===== config.mk =====
export PLATFORM = sky130hd
export DESIGN_NAME = reset_source_and_watchdog
export DESIGN_NICKNAME = d
export VERILOG_FILES = /design/src/pkg/reset_source_and_watchdog_pkg.sv /design/src/hw/reset_source_and_watchdog.sv
export VERILOG_INCLUDE_DIRS = /design/src /design/src/pkg
export SDC_FILE = /design/constraint.sdc
export NUM_CORES = 1
export LEC_CHECK = 0
export BUFFER_PORTS_ARGS = -buffer_cell sky130_fd_sc_hd__buf_4
export CAP_MARGIN = 15
export CORE_ASPECT_RATIO = 1.25
export CORE_MARGIN = 3
export CORE_UTILIZATION = 57
export CTS_BUF_LIST = sky130_fd_sc_hd__clkbuf_8
export CTS_CLUSTER_DIAMETER = 150
export CTS_CLUSTER_SIZE = 40
export DETAILED_ROUTE_END_ITERATION = 10
export GPL_TIMING_DRIVEN = 0
export PLACE_DENSITY = 0.82
export SYNTH_ARGS = -nofsm -noshare
export SYNTH_HDL_FRONTEND = slang
export SYNTH_SLANG_ARGS = --single-unit

===== constraint.sdc =====
create_clock -name pclk -period 3.7 [get_ports pclk]
set_clock_uncertainty 0.2 [all_clocks]
set_input_delay 0.925 -clock pclk [delete_from_list [all_inputs] [get_ports pclk]]
set_output_delay 0.925 -clock pclk [all_outputs]
set_load 0.03 [all_outputs]

===== src/pkg/reset_source_and_watchdog_map.svh =====
`ifndef RESET_SOURCE_AND_WATCHDOG_MAP_SVH
`define RESET_SOURCE_AND_WATCHDOG_MAP_SVH

// ----------------------------------------------------------------------
// Register byte addresses
// ----------------------------------------------------------------------
`define REG_RESET_SOURCE      8'h00
`define REG_WATCHDOG_CONTROL  8'h04

// ----------------------------------------------------------------------
// Reset source register fields
// ----------------------------------------------------------------------
`define PIN_RESET_FLAG_BIT      0
`define POWER_ON_FLAG_BIT       1
`define MISSING_CLOCK_FLAG_BIT  2
`define WATCHDOG_FLAG_BIT       3

// ----------------------------------------------------------------------
// Watchdog control values and fields
// ----------------------------------------------------------------------
`define KEY_FIRST             8'hde
`define KEY_SECOND            8'had
`define KEY_LOCKOUT           8'hff
`define KEY_RESTART           8'ha5
`define PROGRAM_BIT           7
`define WATCHDOG_ACTIVE_BIT   4
`define INTERVAL_MSB          2
`define INTERVAL_LSB          0
`define INTERVAL_RESET        3'h7
`define INTERVAL_BASE_EXP     5'h03
`define KEY_WINDOW_TICKS      3'h4

// ----------------------------------------------------------------------
// Timing
// ----------------------------------------------------------------------
`define PCLK_HZ               20000000
`define RESET_DELAY_MS        100
`define MISSING_CLOCK_US      220
`define RESET_DELAY_CYCLES    (`RESET_DELAY_MS * (`PCLK_HZ / 1000))
`define MISSING_CLOCK_CYCLES  (`MISSING_CLOCK_US * (`PCLK_HZ / 1000000))
`define SYS_RESET_HOLD        8'h10
`define BOOT_ADDRESS          16'h0000

`endif


===== src/pkg/reset_source_and_watchdog_pkg.sv =====
`default_nettype none

package reset_source_and_watchdog_pkg;

  // ----------------------------------------------------------------------
  // Reset sequencer states
  // ----------------------------------------------------------------------
  typedef enum logic [1:0] {
    ST_SUPPLY_WAIT = 2'b00,
    ST_DELAY       = 2'b01,
    ST_RUN         = 2'b10,
    ST_SYS_RESET   = 2'b11
  } reset_state_t;

  typedef logic [2:0] interval_t;

endpackage

`default_nettype wire


===== src/hw/reset_source_and_watchdog.sv =====
// Overview of operation
// - Core stays in reset while the enabled supply monitor reports low supply.
// - Reset pin stays low for 100 ms after supply becomes good.
// - Small package always monitors; large package uses the monitor enable pin.
// - Leaving a power-on reset sets the power-on flag, bit 1.
// - Any other reset clears the power-on flag.
// - Every reset restarts program execution at address zero.
// - Writing 1 to the power-on flag forces a full power-on reset.
// - Supply failure while monitored re-enters reset; recovery uses the power-up delay.
// - Power-fail reset never clears or initialises internal data memory.
// - Watchdog disables only after writes 0xDE then 0xAD, in that order.
// - Second key must come within 4 system clocks, else ignored.
// - Writing 0xFF locks out disabling until the next system reset.
// - Writing the lockout value neither enables nor restarts the watchdog.
// - Timeout lasts 4 to the power (3 plus interval) system clock periods.
// - Reading watchdog control returns the programmed interval.
// - Every system reset loads interval 111b, the longest timeout.
// - Missing system clock for about 220 us generates a reset.
//
// The register offsets and the APB register port were left to the implementer.
`timescale 1ns/1ps
`default_nettype none
`include "reset_source_and_watchdog_map.svh"

module reset_source_and_watchdog
  import reset_source_and_watchdog_pkg::*;
#(
  parameter bit SMALL_PACKAGE        = 1'b1,
  parameter int RESET_DELAY_CYCLES   = `RESET_DELAY_CYCLES,
  parameter int MISSING_CLOCK_CYCLES = `MISSING_CLOCK_CYCLES
) (
  // Clock and reset
  input  wire logic        pclk,
  input  wire logic        presetn,
  // APB slave
  input  wire logic        psel,
  input  wire logic        penable,
  input  wire logic        pwrite,
  input  wire logic [7:0]  paddr,
  input  wire logic [31:0] pwdata,
  input  wire logic [3:0]  pstrb,
  output logic      [31:0] prdata,
  output logic             pready,
  output logic             pslverr,
  // Supply monitor and system clock sense
  input  wire logic        supply_good,
  input  wire logic        monitor_enable_pin,
  input  wire logic        system_clock,
  // Open-drain reset pin
  input  wire logic        reset_pin_in,
  output logic             reset_pin_out,
  output logic             reset_pin_oe_n,
  // Core control
  output logic             core_reset,
  output logic      [15:0] program_start_address
);

  localparam int DELAY_W   = $clog2(RESET_DELAY_CYCLES + 1);
  localparam int MISSING_W = $clog2(MISSING_CLOCK_CYCLES + 1);
  localparam int WDT_W     = 21;

  // ----------------------------------------------------------------------
  // Declarations
  // ----------------------------------------------------------------------
  reset_state_t         state;
  reset_state_t         next_state;
  logic [DELAY_W-1:0]   delay_count;
  logic [7:0]           hold_count;
  logic [MISSING_W-1:0] missing_count;
  logic                 system_clock_q;
  logic                 system_tick;
  logic                 monitor_active;
  logic                 supply_fail;
  logic                 missing_clock;
  logic                 external_reset;
  logic                 delay_done;
  logic                 hold_done;
  logic                 setup_phase;
  logic                 access_phase;
  logic                 hit_reset_source;
  logic                 hit_watchdog;
  logic                 reset_source_write;
  logic                 watchdog_write;
  logic                 force_power_on;
  logic [7:0]           write_byte;
  logic                 power_on_flag;
  logic                 pin_reset_flag;
  logic                 missing_clock_flag;
  logic                 watchdog_flag;
  logic                 watchdog_enabled;
  logic                 lockout;
  logic                 key_armed;
  logic [2:0]           key_age;
  interval_t            interval;
  logic [WDT_W-1:0]     watchdog_count;
  logic [WDT_W-1:0]     watchdog_limit;
  logic [4:0]           watchdog_exp;
  logic                 watchdog_expire;
  logic                 in_reset;

  // ----------------------------------------------------------------------
  // Input sensing
  // ----------------------------------------------------------------------
  // The system clock arrives as a sampled level; its rising edge is one tick.
  always_ff @(posedge pclk or negedge presetn) begin
    if (!presetn) begin
      system_clock_q <= 1'b0;
    end else begin
      system_clock_q <= system_clock;
    end
  end

  assign system_tick    = system_clock & ~system_clock_q;
  assign monitor_active = SMALL_PACKAGE | monitor_enable_pin;
  assign supply_fail    = monitor_active & ~supply_good;
  assign external_reset = reset_pin_oe_n & ~reset_pin_in;

  // Missing clock detector; counts pclk cycles since the last system tick
  always_ff @(posedge pclk or negedge presetn) begin
    if (!presetn) begin
      missing_count <= '0;
    end else if (system_tick) begin
      missing_count <= '0;
    end else if (!missing_clock) begin
      missing_count <= missing_count + 1'b1;
    end
  end

  assign missing_clock = (missing_count == MISSING_W'(MISSING_CLOCK_CYCLES));

  // ----------------------------------------------------------------------
  // APB decode
  // ----------------------------------------------------------------------
  assign setup_phase        = psel & ~penable;
  assign access_phase       = psel & penable;
  assign hit_reset_source   = (paddr == `REG_RESET_SOURCE);
  assign hit_watchdog       = (paddr == `REG_WATCHDOG_CONTROL);
  assign pready             = access_phase;
  assign pslverr            = access_phase & ~(hit_reset_source | hit_watchdog);
  assign write_byte         = pwdata[7:0];
  assign reset_source_write = access_phase & pwrite & hit_reset_source & pstrb[0];
  assign watchdog_write     = access_phase & pwrite & hit_watchdog & pstrb[0];
  assign force_power_on     = reset_source_write & write_byte[`POWER_ON_FLAG_BIT];

  // Read data is captured in the setup cycle so that it stands from a flop
  always_ff @(posedge pclk or negedge presetn) begin
    if (!presetn) begin
      prdata <= '0;
    end else if (setup_phase && !pwrite) begin
      prdata <= '0;
      if (hit_reset_source) begin
        prdata[`PIN_RESET_FLAG_BIT]     <= pin_reset_flag;
        prdata[`POWER_ON_FLAG_BIT]      <= power_on_flag;
        prdata[`MISSING_CLOCK_FLAG_BIT] <= missing_clock_flag;
        prdata[`WATCHDOG_FLAG_BIT]      <= watchdog_flag;
      end else if (hit_watchdog) begin
        prdata[`INTERVAL_MSB:`INTERVAL_LSB] <= interval;
        prdata[`WATCHDOG_ACTIVE_BIT]        <= watchdog_enabled;
      end
    end
  end

  // ----------------------------------------------------------------------
  // Reset sequencer
  // ----------------------------------------------------------------------
  assign delay_done = (delay_count == DELAY_W'(RESET_DELAY_CYCLES - 1));
  assign hold_done  = (hold_count == (`SYS_RESET_HOLD - 8'h01));

  always_comb begin
    next_state = state;
    case (state)
      ST_SUPPLY_WAIT: begin
        if (!supply_fail) begin
          next_state = ST_DELAY;
        end
      end
      ST_DELAY: begin
        if (supply_fail) begin
          next_state = ST_SUPPLY_WAIT;
        end else if (delay_done) begin
          next_state = ST_RUN;
        end
      end
      ST_RUN: begin
        if (supply_fail) begin
          next_state = ST_SUPPLY_WAIT;
        end else if (force_power_on) begin
          next_state = ST_DELAY;
        end else if (missing_clock || watchdog_expire || external_reset) begin
          next_state = ST_SYS_RESET;
        end
      end
      ST_SYS_RESET: begin
        if (supply_fail) begin
          next_state = ST_SUPPLY_WAIT;
        end else if (hold_done && !missing_clock) begin
          next_state = ST_RUN;
        end
      end
      default: begin
        next_state = ST_SUPPLY_WAIT;
      end
    endcase
  end

  always_ff @(posedge pclk or negedge presetn) begin
    if (!presetn) begin
      state <= ST_SUPPLY_WAIT;
    end else begin
      state <= next_state;
    end
  end

  // Delay and hold counters restart on every entry into their state
  always_ff @(posedge pclk or negedge presetn) begin
    if (!presetn) begin
      delay_count <= '0;
      hold_count  <= '0;
    end else begin
      if (next_state != ST_DELAY || state != ST_DELAY) begin
        delay_count <= '0;
      end else begin
        delay_count <= delay_count + 1'b1;
      end
      if (next_state != ST_SYS_RESET || state != ST_SYS_RESET || missing_clock) begin
        hold_count <= '0;
      end else if (!hold_done) begin
        hold_count <= hold_count + 8'h01;
      end
    end
  end

  // ----------------------------------------------------------------------
  // Reset cause flags
  // ----------------------------------------------------------------------
  always_ff @(posedge pclk or negedge presetn) begin
    if (!presetn) begin
      power_on_flag      <= 1'b0;
      pin_reset_flag     <= 1'b0;
      missing_clock_flag <= 1'b0;
      watchdog_flag      <= 1'b0;
    end else if (state == ST_DELAY && next_state == ST_RUN) begin
      power_on_flag      <= 1'b1;
      pin_reset_flag     <= 1'b0;
      missing_clock_flag <= 1'b0;
      watchdog_flag      <= 1'b0;
    end else if (state == ST_RUN && next_state == ST_SYS_RESET) begin
      power_on_flag      <= 1'b0;
      pin_reset_flag     <= external_reset;
      missing_clock_flag <= missing_clock;
      watchdog_flag      <= watchdog_expire;
    end
  end

  // ----------------------------------------------------------------------
  // Core and pin outputs
  // ----------------------------------------------------------------------
  // Only the core and the reset pin are held; nothing here touches data memory, so its
  // contents survive a power-fail reset.
  always_ff @(posedge pclk or negedge presetn) begin
    if (!presetn) begin
      core_reset     <= 1'b1;
      reset_pin_oe_n <= 1'b0;
    end else begin
      core_reset     <= (next_state != ST_RUN);
      reset_pin_oe_n <= (next_state == ST_RUN);
    end
  end

  assign reset_pin_out = 1'b0;

  always_ff @(posedge pclk or negedge presetn) begin
    if (!presetn) begin
      program_start_address <= `BOOT_ADDRESS;
    end else if (core_reset) begin
      program_start_address <= `BOOT_ADDRESS;
    end
  end

  // ----------------------------------------------------------------------
  // Watchdog timer
  // ----------------------------------------------------------------------
  assign in_reset        = core_reset;
  assign watchdog_exp    = 5'((`INTERVAL_BASE_EXP + {2'b00, interval}) << 1);
  assign watchdog_limit  = WDT_W'(1) << watchdog_exp;
  // At or past the limit, so a shortened interval never waits for a wrap
  assign watchdog_expire = watchdog_enabled & system_tick
                         & (watchdog_count >= (watchdog_limit - WDT_W'(1)));

  // Control state: everything returns to its defaults on any system reset
  always_ff @(posedge pclk or negedge presetn) begin
    if (!presetn) begin
      interval         <= `INTERVAL_RESET;
      lockout          <= 1'b0;
      watchdog_enabled <= 1'b1;
      key_armed        <= 1'b0;
      key_age          <= '0;
    end else if (in_reset) begin
      interval         <= `INTERVAL_RESET;
      lockout          <= 1'b0;
      watchdog_enabled <= 1'b1;
      key_armed        <= 1'b0;
      key_age          <= '0;
    end else begin
      // The key window is counted in system clock ticks, not bus cycles
      if (key_armed && system_tick && key_age != `KEY_WINDOW_TICKS) begin
        key_age <= key_age + 3'h1;
      end
      if (watchdog_write) begin
        case (write_byte)
          `KEY_FIRST: begin
            key_armed <= 1'b1;
            key_age   <= '0;
          end
          `KEY_SECOND: begin
            key_armed <= 1'b0;
            if (key_armed && !lockout && key_age != `KEY_WINDOW_TICKS) begin
              watchdog_enabled <= 1'b0;
            end
          end
          `KEY_LOCKOUT: begin
            key_armed <= 1'b0;
            lockout   <= 1'b1;
          end
          `KEY_RESTART: begin
            key_armed        <= 1'b0;
            watchdog_enabled <= 1'b1;
          end
          default: begin
            key_armed <= 1'b0;
            // Values with the top bit set are keys, never interval writes
            if (!write_byte[`PROGRAM_BIT]) begin
              interval <= write_byte[`INTERVAL_MSB:`INTERVAL_LSB];
            end
          end
        endcase
      end
    end
  end

  // Timeout counter; the lockout write leaves it untouched
  always_ff @(posedge pclk or negedge presetn) begin
    if (!presetn) begin
      watchdog_count <= '0;
    end else if (in_reset) begin
      watchdog_count <= '0;
    end else if (watchdog_write && write_byte == `KEY_RESTART) begin
      watchdog_count <= '0;
    end else if (watchdog_enabled && system_tick) begin
      if (watchdog_expire) begin
        watchdog_count <= '0;
      end else begin
        watchdog_count <= watchdog_count + WDT_W'(1);
      end
    end
  end

endmodule

`default_nettype wire


==> impl_metrics.yaml <==
power:
  pwr-share-seq: 0.497
  power.internal_w: 0.001419
  irDropWorstVdd_mv: 0.2289
  p_sw_frac: 0.2905
  p_sw_w: 0.0005809
  power.share.clock: 0.347
  powerDensity_nw_per_um2: 327.1
  comb_power_share: 0.155
  leakage_nw: 2.782
route:
  ant_nets: 0
  drt-pass1-iter-count: 5
  drc: 0
  drt_wl_total_um: 11890
  wl_per_cell_um: 14.55
  vias: 4565
  viasPerCell: 5.588
  initialDrtViolationCount: 305
layout:
  final_common_cell: "dfrtp_1"
  stdcell_count: 817
  syn_to_final_growth_pct: 15.48
  diodes: 0
  final_util: 0.6911
  num-fill-cells: 715
  mostFrequentLayoutCells: "dfrtp_1, buf_4, nor2_1"
  drive_above_1_share: 0.1650
  nets: 774
logic_synthesis:
  syn_area_um2: 5293
  synth_compound_area_frac: 0.09102
  synth-xor-area-share: 0.05957
  muxShareOfSynthArea: 0.007565
  synthAdderAreaFrac: 0.06856
  syn_avg_cell_area_um2: 8.792
  ys_async_sr_fraction: 1.000
  ys_ff_latch: 86
  ys.flop_type: "dfrtp_1"
  ys_seq_area_frac: 0.4078
  synth_edf_count: 0
  ys_warn_count: 0
  synth-simple-area-share: 0.2738
  synth_top_family_by_area: "simple AND/OR/NAND/NOR gates"
  synth_cell_types: 52
  synthCells: 602
global_route:
  grt_pass1_vias: 4516
  grt_pass1_wl_um: 20200
  grt_max_degree: 87
  grt.total_usage: 0.2386
  grt.overflow.total: 0
  antenna_found_initial: 0
outcome:
  status: "finished clean"
place:
  dp_cells: 800
  gp_congestion: 0.8462
  place_ws_ps: -285.7
  hpwlAfterDp_um: 8795
  numPortBuffers: 32
timing:
  hold_viol: 0
  fin_ws_ps: 253.9
  setup_viol: 0
  min_period_ps: 3446
  period_share: 0.9314
  rsz0062_at_grt: "no"
  slew_violations: 0
  slew_headroom: 0.4809
  fmax_mhz: 290.2
  whs_ps: 278.2
  tightest_slew_ps: 768.7
job:
  max-cap-violations: 0
worst_setup_path:
  cp-end-kind: "flop"
  crit_type: "flop to flop"
  crit_fanout: 10
  ff2ff_setup_slack_ps: 250
  crit_path_start_kind: "flop"
  critPathArrivalTime_ps: 3530
  cp.required_ps: 3790
floorplanning:
  ios: 106
  die_w_um: 92.19
  num_rows: 38
  start_util: 0.5985
  die_height_um: 113.7
  die_area_um2: 10480
  coreArea_um2: 8843
clock_tree:
  cts_tree: "done"
  clock_sinks: 86
  numCtsBuffers: 9
  clock_latency_ps: 370
  clkTransAtPathRegs_ps: 90
  ctsRootBufferMaster: "clkbuf_8"
  clock_path_buffers: 2
  h-tree-depth: 3
  cts_setup_buffers: 0
  cts_hold_buf: 0
hold_path:
  min_path_type: "input pin to async pin"
==> registers in the layout, summed over array words and instances, names as in the netlist, 2 cells and up <==
signal / count
interval: 3
prdata: 5
key_age: 3
state: 2
missing_count: 13
hold_count: 8
delay_count: 21
watchdog_count: 21
==> metal layers <==
metal,part of all wire,wire [um],up-vias,global-route usage
met3,0.050,600,21,0.05343
met5,0,0,-,0
li1,-,-,2218,-
met4,0.019,224,0,0.09911
met1,0.41,4901,2187,0.2803
met2,0.52,6159,139,0.4211
==> worst max-delay path, cell delays in order (launching register included) <==
cell and delay, ps:
dfstp_2 560, clkbuf_2 230, o21ai_0 230, or2_2 340
ha_1 180, a21oi_1 140, o21ai_0 200, nor4_1 510
clkbuf_1 430, nand3_1 130, a31oi_1 200
==> cells by family after synthesis <==
kind of cell,Yosys count
flops,86
other cells,2
xor+xnor,36
mux,4
fa+ha+maj,29
compound gates,81
buf+inv,81
simple gates,283
==> stage by stage <==
step / power, W / cell area [um2] / setup TNS (ps)
2_1_floorplan: 0.001234 / 5465 / 0
3_3_place_gp: 0.001303 / 5856 / -1762
3_5_place_dp: 0.001315 / 5856 / -3382
4_1_cts: 0.002005 / 6077 / 0
5_1_grt: 0.002095 / 6112 / 0
6_report: 0.001999 / 6112 / 0
==> cells in the mapped netlist (2+ instances only) <==
library cell  number  share of area
a211o_1            2         0.0033
a21oi_1           26          0.025
a31oi_1           13          0.015
and2_1             4         0.0047
and3_1             9          0.011
and4_1             3         0.0050
buf_4             46          0.065
clkbuf_1          17          0.012
conb_1             2         0.0014
dfrtp_1           81           0.38
dfstp_2            5          0.025
ha_1              29          0.069
inv_1             17          0.012
mux2i_1            4         0.0076
nand2_1           61          0.043
nand2b_1           5         0.0059
nand3_1           37          0.035
nand3b_1           3         0.0043
nand4_1           29          0.034
nand4b_1           8          0.013
nor2_1            63          0.045
nor2b_1            4         0.0047
nor3_1            30          0.028
nor4_1             6         0.0071
nor4b_1            2         0.0033
o211ai_1           3         0.0043
o21ai_0           22          0.021
o21ai_1            2         0.0019
o21bai_1           2         0.0028
or2_2              3         0.0035
or3_1              9          0.011
xnor2_1           13          0.022
xor2_1            23          0.038
==> final cells by class <==
cell class                      instances  area, um2  share of cell area
Multi-Input combinational cell        481       2850              0.4663
Sequential cell                        86       2158              0.3531
Buffer                                 64      415.4             0.06796
Timing Repair Buffer                   33      267.8             0.04381
Tap cell                              120      150.1             0.02457
Clock buffer                           10      137.6             0.02252
Clock inverter                          6      68.82             0.01126
Inverter                               17      63.81             0.01044
==> path summary, 6_finish.rpt <==
check / to / cells after the start / startpoint
min in group pclk: prdata[3]$_DFFE_PN0P_ / 2 / prdata[3]$_DFFE_PN0P_
worst min register to register: prdata[3]$_DFFE_PN0P_ / 2 / prdata[3]$_DFFE_PN0P_
worst max-delay path: watchdog_count[11]$_DFFE_PN0P_ / 10 / interval[2]$_DFFE_PN1P_
worst max register to register: watchdog_count[11]$_DFFE_PN0P_ / 10 / interval[2]$_DFFE_PN1P_
max in group asynchronous: watchdog_count[0]$_DFFE_PN0P_ / 2 / presetn
worst min-delay path: missing_count[6]$_DFFE_PN0P_ / 1 / presetn
==> power groups by stage <==
stage          clock network [W]  registers, W  logic (W)
4_1_cts                 0.000708      0.000993   0.000304
6_report                0.000695      0.000995   0.000310
5_1_grt                 0.000752       0.00100   0.000343
2_1_floorplan                  0       0.00101   0.000227
3_5_place_dp                   0       0.00101   0.000302
3_3_place_gp                   0       0.00101   0.000293
==> timing repair <==
item,in CTS,in global routing
resized for setup,3,3
cloned,0,0
setup endpoints to repair,15,28
No activity file was read; power rests on OpenSTA's default activity.
